<file path="src/srgt_pkg.sv">
package srgt_pkg;
  // clock
  localparam int unsigned CLK_HZ = 50_000_000;
  // times as printed
  localparam int unsigned FAST_LIMIT_FULL_US = 800;
  localparam int unsigned FAST_LIMIT_PART_US = 3200;
  localparam int unsigned RESTART_WAIT_MS = 50;
  localparam int unsigned DIR_OFF_US = 100;
  localparam int unsigned DEAD_US = 1;
  // cycle counts (all exact at 50 MHz, no rounding)
  localparam int unsigned FAST_LIMIT_FULL_CYC = FAST_LIMIT_FULL_US * (CLK_HZ / 1_000_000);
  localparam int unsigned FAST_LIMIT_PART_CYC = FAST_LIMIT_PART_US * (CLK_HZ / 1_000_000);
  localparam int unsigned RESTART_WAIT_CYC = RESTART_WAIT_MS * (CLK_HZ / 1_000);
  localparam int unsigned DIR_OFF_CYC = DIR_OFF_US * (CLK_HZ / 1_000_000);
  localparam int unsigned DEAD_CYC = DEAD_US * (CLK_HZ / 1_000_000);
  // counts
  localparam int unsigned SHORT_RUN_COUNT = 16;
  localparam int unsigned FAIL_LIMIT = 8;
  localparam int unsigned FAIL_WINDOW_PERIODS = 2;
  localparam int unsigned FG_RELEASE_DEG = 480;
  localparam int unsigned DEG_PER_STEP = 60;
  localparam int unsigned FG_RELEASE_STEPS = FG_RELEASE_DEG / DEG_PER_STEP + 1;
  // reset values
  localparam logic [2:0] PHASE_RESET = 3'h0;

  // one half-bridge drive request per phase
  typedef struct packed {
    logic [2:0] high_on;
    logic [2:0] low_on;
  } srgt_bridge_s;

  typedef enum logic [4:0] {
    SRGT_IDLE = 5'h01,
    SRGT_START = 5'h02,
    SRGT_RUN = 5'h04,
    SRGT_WAIT = 5'h08,
    SRGT_HALT = 5'h10
  } srgt_state_e;
endpackage

</file>
<file path="src/srgt_core.sv">
`timescale 1ns/100ps
// Operation
// - chop only low-side gates; high-side gates never follow the chop signal
// - restart supervision runs only with analogue speed command selected
// - full duty: sixteen feedback periods at most 800 us declare fast loss
// - partial duty: sixteen feedback periods at most 3.2 ms declare fast loss
// - after fast loss wait 50 ms, then start afresh
// - no feedback edge within two forced periods after excitation means failed start
// - after failed start wait 50 ms, then repeat start-up
// - eighth consecutive failed start latches halt, no more restarts
// - halt latch clears on disable high or power-up reset
// - direction change holds all six transistors off for 100 us
// - high/low switch of a bridge inserts 1 us with both off
// - feedback low when stopped or forced; follows U after 480 degrees normal
module srgt_core #(
  parameter int unsigned RESTART_WAIT = srgt_pkg::RESTART_WAIT_CYC,
  parameter int unsigned DIR_OFF = srgt_pkg::DIR_OFF_CYC,
  parameter int unsigned DEAD = srgt_pkg::DEAD_CYC
) (
  // clock and reset
  input wire logic clk,
  input wire logic reset,
  // commands
  input wire logic disable_input,
  input wire logic direction_select,
  input wire logic analog_speed_command,
  input wire logic run_request,
  // sequencer side
  input wire logic internal_chop_signal,
  input wire logic chop_full_duty,
  input wire srgt_pkg::srgt_bridge_s commutation,
  input wire logic forced_mode,
  input wire logic forced_step,
  input wire logic excitation_done,
  input wire logic position_u,
  input wire logic position_step,
  // status to sequencer
  output logic start_request,
  output logic motor_halted,
  // gate outputs and rotation feedback
  output logic high_gate_u,
  output logic high_gate_v,
  output logic high_gate_w,
  output logic low_gate_u,
  output logic low_gate_v,
  output logic low_gate_w,
  output logic rotation_feedback
);
  import srgt_pkg::*;

  // counters below are 8, 13 and 23 bits wide
  if (DEAD < 1 || DEAD > 255 || DIR_OFF < 1 || DIR_OFF > 8191
      || RESTART_WAIT < 1 || RESTART_WAIT > 8388608) begin : g_bad_param
    $error("srgt_core: count parameter out of range");
  end

  srgt_state_e state_reg, state_next;
  logic [22:0] wait_cnt_reg;
  logic [17:0] period_cnt_reg;
  logic [4:0] short_cnt_reg;
  logic [3:0] fail_cnt_reg;
  logic [1:0] forced_cnt_reg;
  logic [3:0] norm_steps_reg;
  logic fg_prev_reg;
  logic fg_edge;
  logic period_short;
  logic fast_loss;
  logic start_fail;
  logic supervise;
  logic wait_done;
  logic [17:0] period_limit;

  assign supervise = analog_speed_command & run_request;
  assign fg_edge = rotation_feedback & ~fg_prev_reg;
  assign period_limit = chop_full_duty ? 18'(FAST_LIMIT_FULL_CYC) : 18'(FAST_LIMIT_PART_CYC);
  // counter holds period length minus one at the closing edge
  assign period_short = period_cnt_reg < period_limit;
  assign fast_loss = supervise && state_reg == SRGT_RUN && fg_edge && period_short
    && short_cnt_reg == 5'(SHORT_RUN_COUNT - 1);
  assign start_fail = supervise && state_reg == SRGT_START && forced_step
    && forced_cnt_reg == 2'(FAIL_WINDOW_PERIODS - 1) && !fg_edge;
  assign wait_done = wait_cnt_reg == 23'(RESTART_WAIT - 1);

  always_comb begin
    state_next = state_reg;
    case (state_reg)
      SRGT_IDLE: begin
        if (run_request) begin
          state_next = SRGT_START;
        end
      end
      SRGT_START: begin
        if (start_fail) begin
          state_next = (fail_cnt_reg == 4'(FAIL_LIMIT - 1)) ? SRGT_HALT : SRGT_WAIT;
        end else if (!forced_mode) begin
          state_next = SRGT_RUN;
        end
      end
      SRGT_RUN: begin
        if (fast_loss) begin
          state_next = SRGT_WAIT;
        end else if (forced_mode) begin
          state_next = SRGT_START;
        end
      end
      SRGT_WAIT: begin
        if (wait_done) begin
          state_next = SRGT_START;
        end
      end
      SRGT_HALT: begin
        state_next = SRGT_HALT;
      end
      default: begin
        state_next = SRGT_IDLE;
      end
    endcase
    if (disable_input) begin
      state_next = SRGT_IDLE;
    end else if (!run_request && state_reg != SRGT_HALT) begin
      state_next = SRGT_IDLE;
    end
  end

  always_ff @(posedge clk) begin
    if (reset) begin
      state_reg <= SRGT_IDLE;
    end else begin
      state_reg <= state_next;
    end
  end

  always_ff @(posedge clk) begin
    if (reset || state_reg != SRGT_WAIT) begin
      wait_cnt_reg <= '0;
    end else if (!wait_done) begin
      wait_cnt_reg <= wait_cnt_reg + 23'h000001;
    end
  end

  always_ff @(posedge clk) begin
    if (reset) begin
      fail_cnt_reg <= 4'h0;
    end else if (disable_input || (state_reg == SRGT_START && state_next == SRGT_RUN)) begin
      fail_cnt_reg <= 4'h0;
    end else if (start_fail && fail_cnt_reg != 4'(FAIL_LIMIT)) begin
      fail_cnt_reg <= fail_cnt_reg + 4'h1;
    end
  end

  // forced periods counted only after excitation has finished
  always_ff @(posedge clk) begin
    if (reset || state_reg != SRGT_START || !excitation_done || fg_edge) begin
      forced_cnt_reg <= 2'h0;
    end else if (forced_step && forced_cnt_reg != 2'(FAIL_WINDOW_PERIODS - 1)) begin
      forced_cnt_reg <= forced_cnt_reg + 2'h1;
    end
  end

  always_ff @(posedge clk) begin
    // no edge seen yet: first edge closes no period, so treat it as long
    if (reset || state_reg != SRGT_RUN) begin
      period_cnt_reg <= 18'h3FFFF;
    end else if (fg_edge) begin
      period_cnt_reg <= 18'h00000;
    end else if (period_cnt_reg != 18'h3FFFF) begin
      period_cnt_reg <= period_cnt_reg + 18'h00001;
    end
  end

  always_ff @(posedge clk) begin
    if (reset || state_reg != SRGT_RUN) begin
      short_cnt_reg <= 5'h00;
    end else if (fg_edge) begin
      short_cnt_reg <= period_short ? short_cnt_reg + 5'h01 : 5'h00;
    end
  end

  // feedback released after 480 degrees of normal commutation
  always_ff @(posedge clk) begin
    if (reset || state_reg != SRGT_RUN || forced_mode) begin
      norm_steps_reg <= 4'h0;
      rotation_feedback <= 1'b0;
    end else begin
      if (position_step && norm_steps_reg != 4'(FG_RELEASE_STEPS)) begin
        norm_steps_reg <= norm_steps_reg + 4'h1;
      end
      rotation_feedback <= (norm_steps_reg == 4'(FG_RELEASE_STEPS)) ? position_u : 1'b0;
    end
  end

  always_ff @(posedge clk) begin
    if (reset) begin
      fg_prev_reg <= 1'b0;
    end else begin
      fg_prev_reg <= rotation_feedback;
    end
  end

  assign start_request = state_reg == SRGT_START;
  assign motor_halted = state_reg == SRGT_HALT;

  // direction change blanking
  logic dir_prev_reg;
  logic [12:0] dir_cnt_reg;
  logic dir_blank;
  always_ff @(posedge clk) begin
    if (reset) begin
      dir_prev_reg <= 1'b0;
      dir_cnt_reg <= 13'h0000;
    end else begin
      dir_prev_reg <= direction_select;
      if (dir_prev_reg != direction_select) begin
        dir_cnt_reg <= 13'(DIR_OFF);
      end else if (dir_cnt_reg != 13'h0000) begin
        dir_cnt_reg <= dir_cnt_reg - 13'h0001;
      end
    end
  end
  assign dir_blank = dir_cnt_reg != 13'h0000 || dir_prev_reg != direction_select;

  logic drive_ok;
  assign drive_ok = (state_reg == SRGT_START || state_reg == SRGT_RUN) && !dir_blank;

  // per-bridge dead time: a side turns on only after both were off for DEAD cycles
  logic [2:0] high_q, low_q;
  genvar g;
  generate
    for (g = 0; g < 3; g++) begin : g_bridge
      logic want_hi, want_lo;
      logic [7:0] dead_cnt_reg;
      assign want_hi = drive_ok && commutation.high_on[g] && !commutation.low_on[g];
      // chop only on the low side, high side is a steady level
      assign want_lo = drive_ok && commutation.low_on[g] && !commutation.high_on[g]
        && internal_chop_signal;
      always_ff @(posedge clk) begin
        if (reset) begin
          high_q[g] <= 1'b0;
          low_q[g] <= 1'b0;
          dead_cnt_reg <= 8'h00;
        end else if ((high_q[g] && !want_hi) || (low_q[g] && !want_lo)) begin
          high_q[g] <= high_q[g] & want_hi;
          low_q[g] <= low_q[g] & want_lo;
          dead_cnt_reg <= 8'(DEAD);
        end else if (dead_cnt_reg != 8'h00) begin
          dead_cnt_reg <= dead_cnt_reg - 8'h01;
        end else begin
          high_q[g] <= want_hi;
          low_q[g] <= want_lo && !want_hi;
        end
      end
      property p_no_shoot;
        @(posedge clk) disable iff (reset)
          !(high_q[g] && low_q[g]);
      endproperty
      a_no_shoot: assert property (p_no_shoot) else $error("both transistors on");
    end
  endgenerate

  // high-side gates are active low (p-channel)
  always_ff @(posedge clk) begin
    if (reset) begin
      {high_gate_u, high_gate_v, high_gate_w} <= 3'h7;
      {low_gate_u, low_gate_v, low_gate_w} <= PHASE_RESET;
    end else begin
      {high_gate_w, high_gate_v, high_gate_u} <= ~high_q;
      {low_gate_w, low_gate_v, low_gate_u} <= low_q;
    end
  end

  property p_fast_loss_wait;
    @(posedge clk) disable iff (reset || disable_input || !run_request)
      fast_loss |=> state_reg == SRGT_WAIT;
  endproperty
  a_fast_loss_wait: assert property (p_fast_loss_wait) else $error("fast loss not handled");

  property p_supervise_only_analog;
    @(posedge clk) disable iff (reset)
      !analog_speed_command |-> !fast_loss && !start_fail;
  endproperty
  a_supervise_only_analog: assert property (p_supervise_only_analog) else $error("supervision active");

  property p_halt_latched;
    @(posedge clk) disable iff (reset)
      motor_halted && !disable_input |=> motor_halted;
  endproperty
  a_halt_latched: assert property (p_halt_latched) else $error("halt left");

  property p_disable_clears;
    @(posedge clk) disable iff (reset)
      disable_input |=> !motor_halted && fail_cnt_reg == 4'h0;
  endproperty
  a_disable_clears: assert property (p_disable_clears) else $error("halt not cleared");

  property p_dir_off;
    @(posedge clk) disable iff (reset)
      $changed(direction_select) |=> ##1 (low_q == 3'h0 && high_q == 3'h0)[*8];
  endproperty
  a_dir_off: assert property (p_dir_off) else $error("gates on after direction change");

  property p_fg_low_stopped;
    @(posedge clk) disable iff (reset)
      state_reg != SRGT_RUN |=> !rotation_feedback;
  endproperty
  a_fg_low_stopped: assert property (p_fg_low_stopped) else $error("feedback while stopped");

  property p_high_no_chop;
    @(posedge clk) disable iff (reset)
      $stable(commutation) && $stable(drive_ok) && high_q != 3'h0 && $fell(internal_chop_signal)
        |=> (high_q & $past(high_q)) == $past(high_q);
  endproperty
  a_high_no_chop: assert property (p_high_no_chop) else $error("high side chopped");

  property p_long_clears;
    @(posedge clk) disable iff (reset)
      state_reg == SRGT_RUN && fg_edge && !period_short && state_next == SRGT_RUN |=> short_cnt_reg == 5'h00;
  endproperty
  a_long_clears: assert property (p_long_clears) else $error("short run not cleared");

  property p_fail_wait;
    @(posedge clk) disable iff (reset || disable_input || !run_request)
      start_fail && fail_cnt_reg < 4'(FAIL_LIMIT - 1) |=> state_reg == SRGT_WAIT;
  endproperty
  a_fail_wait: assert property (p_fail_wait) else $error("failed start not waited");
endmodule // srgt_core

</file>
<file path="config.mk">
export PLATFORM = sky130hd
export DESIGN_NAME = srgt_core
export DESIGN_NICKNAME = d
export VERILOG_FILES = /design/src/srgt_pkg.sv /design/src/srgt_core.sv
export SDC_FILE = /design/constraint.sdc
export NUM_CORES = 1
export LEC_CHECK = 0
export BUFFER_PORTS_ARGS = -buffer_cell sky130_fd_sc_hd__buf_2
export CAP_MARGIN = 20
export CORE_UTILIZATION = 55
export CTS_CLUSTER_SIZE = 8
export DETAILED_ROUTE_END_ITERATION = 8
export PLACE_DENSITY = 0.76
export SLEW_MARGIN = 5
export SYNTH_ARGS = -nofsm -noshare
export SYNTH_HDL_FRONTEND = slang
export SYNTH_SLANG_ARGS = --single-unit
</file>
<file path="constraint.sdc">
create_clock -name clk -period 2 [get_ports clk]
set_clock_uncertainty 0.1 [all_clocks]
set_input_delay 0.1 -clock clk [delete_from_list [all_inputs] [get_ports clk]]
set_output_delay 0.1 -clock clk [all_outputs]
set_load 0.01 [all_outputs]
</file>
==> run metrics <==
proportion of synthesized chip area in sequential cells 0.4063; Die Y-Extent 102.6 µm; Floorplan Core Area 9774 µm²; accumulated negative setup slack -0.002040 ns; number of flops mapped to enable cells by yosys 0; flip-flop count of the largest register after layout 24; Synth Net Count 677; class of the most critical hold timing path in2reg; DRC violations left 0; I/O pins 28; library cell with the highest instance count after synthesis dfxtp_1; synthesized area divided by synthesized cell count 8.727 µm²; ys flop type dfxtp_1; final setup violating endpoints 1; cell taking the most area after synthesis dfxtp_1; H-tree level count 4; residual overflow from global routing 0; number of maximum-capacitance violations 0; Netlist cell types 64; share of flip-flops with an asynchronous set or reset after synthesis 0; slack of the worst reg-to-reg path -0.002 ns; number of non-filler instances in the completed layout 895; leading cell types by total area after synthesis dfxtp_1, xnor2_1, nor2_1; Worst path top cell family by delay simple AND/OR/NAND/NOR gates; Critical Setup Path Class reg2reg; Placed Instances 831; First DRT Iteration DRCs 216; cell with the largest stage delay on the worst path or3b_4; result of the run complete, but fails checks; horizontal extent of the die 102.6 µm; effective utilization at floorplan 0.5696; Detailed Place HPWL 8582 µm; arrival time reported for the critical path endpoint 2.29 ns; Worst Slack Setup Final -0.002040 ns; number of failing hold endpoints at the final stage 0; number of I/O port buffers 27; post-synth top area share 0.4063; first-pass detailed-route iteration total 4; proportion of synthesized area in mux cells 0.01798; routed metal-1 wirelength 5792 µm; remaining antenna violation count after routing 0; simple logic cell fraction of the synthesized area 0.2897; Worst IR Drop VDD 0.0005939 V; global-route wire length before repair 21710 µm; amount of wire on met3 after detailed routing 513 µm; power density over the cells 1103 nW/µm²; area growth from synthesis to final layout 31.06%; worst setup timing slack at the placement stage -0.1258 ns; highest metal layer with signal wires met4; row count 36; routed wire length per instance 15.68 µm; failing checks negative setup slack; die area 10530 µm²; clock transition time at the flip-flop clock pins of the worst setup and hold paths 0.06 ns; met2 wire length 7494 µm; area share of xor/xnor cells in the synthesized design 0.08944; worst-path cell chain inv_2 > ha_4 > or3b_4 > or3_4 > nor3_4 > or2_4 > a31oi_1; startpoint of the most critical register-to-register path g_bridge[2].dead_cnt_reg[0]; crit path max fanout 7; Synth Area in Compound Gates 0.1216; CP endpoint g_bridge[2].dead_cnt_reg[1]; Slew Limit Headroom 0.6522; critical path launch point g_bridge[2].dead_cnt_reg[0]; deepest clock path buffer count 2; Highest Clock Rate 0.4995 GHz; combinational family with the most area after synthesis simple AND/OR/NAND/NOR gates; Setup crit end kind flop; number of nets in the layout 789; sink count of the clock tree 113; Data required, critical path 2.29 ns; Post-Synth Adder-Cell Area 0.04494; instance count on the critical path 7; vias per inst 5.766; Buf+Inv Stages, Crit Path 1; post-synth design cell area 5568 µm²; TritonCTS clock tree done; layout cells sized above 1 0.2375; clock insertion delay at the later pin of the skew report 0.52 ns; gp weighted congestion 0.8280; Leakage Power 2.837 nW; highest cell delay on the worst timing path 0.37 ns; number of antenna violations at the first check in global routing 0; most instantiated cells after synthesis dfxtp_1, nor2_1, nand2_1; overall routed net length 14040 µm; Clock Tree Root clkbuf_8; CP Launch Type flop; hold_ws 0.05415 ns; aggregate global-route resource usage 0.2649; setup repair after global routing missed its margin yes; Syn. warnings 0; Worst-Margin Slew 0.5170 ns; number of global-route vias before repair 4949; final critical-path share of the clock period 1.001; flop and latch count out of synthesis 113; Ant. Diodes 0; Worst Reg2Reg Path Length in Cells 7; number of CTS-inserted buffers 17; synthesized instance count 638; critical register-to-register path endpoint g_bridge[2].dead_cnt_reg[1]; clock period minus worst slack 2.002 ns; total number of vias 5161; count of pins over their slew limit 0; pin count of the biggest net entering global routing 29; total power 8.049 mW
-- cell families after synthesis --
group,count (synthesis)
flops,113
mux,10
fa+ha+maj,20
simple gates,290
compound gates,105
buf+inv,44
xor+xnor,56
-- stage by stage --
stage,instance area (µm²),util
6_report,7297,0.7465
5_1_grt,7297,0.7465
4_1_cts,7037,0.7199
3_5_place_dp,6220,0.6363
3_3_place_gp,6220,0.6363
2_1_floorplan,5614,-
-- cell usage in the layout (no fill, tap or decap), types with 13 or more instances in the layout --
cell type	instances
dfxtp_1	106
nor2_1	68
buf_4	60
nand2_1	46
xnor2_1	37
nor3_1	29
a21oi_1	28
buf_2	27
inv_1	22
o21ai_0	22
nand4_1	20
xor2_1	18
nand3_1	18
dlygate4sd3_1	18
ha_1	17
clkbuf_16	16
or3_1	13
-- final cells by class --
cell class	count	area, µm²
multi-input cells	481	3354
fillers	668	2477
flip-flops and latches	113	2271
repair buffers	108	808.3
clock buffers	26	488.0
well taps	133	166.4
inverters	29	108.9
clock inverters	5	100.1
-- power by group --
part           total (mW)  switching, mW  leakage (nW)  internal, mW
registers            2.75          0.252         0.921          2.49
clock network        3.02          0.999         0.289          2.02
logic                2.28           1.05          1.63          1.24
total                8.05           2.30          2.84          5.75
-- layer usage --
| metal | GRT usage | up-vias |
|---|---|---|
| li1 | - | 2520 |
| met5 | 0 | - |
| met4 | 0.1264 | 0 |
| met1 | 0.2883 | 2487 |
| met3 | 0.05153 | 27 |
| met2 | 0.4908 | 127 |
-- worst register-to-register path: cells and delay by family (launching register included) --
kind | cells | cell delay (ns)
simple gates | 4 | 1.18
fa+ha+maj | 1 | 0.12
buf+inv | 1 | 0.07
compound gates | 1 | 0.08
flops | 1 | 0.32
-- repair_timing --
item,in CTS,in global routing
pin swaps,9,15
setup buffers,4,11
cloned,0,0
setup endpoints to repair,22,40
resized for setup,7,35
endpoints found under the hold margin,48,0
hold buffers,18,0
-- how the worst min path moves through the flow --
| stage | startpoint | endpoint | slack [ns] | cells past startpoint |
|---|---|---|---|---|
| after floorplan | commutation[3] | low_q[0] | 0.07 | 1 |
| after global routing | analog_speed_command | state_reg[1] | 0.08 | 5 |
| after CTS | analog_speed_command | state_reg[1] | 0.04 | 5 |
| after detailed placement | commutation[3] | low_q[0] | 0.21 | 2 |
| after global placement | commutation[3] | low_q[0] | 0.21 | 2 |
| final | analog_speed_command | state_reg[1] | 0.05 | 5 |
No activity file was read; power rests on OpenSTA's default activity.
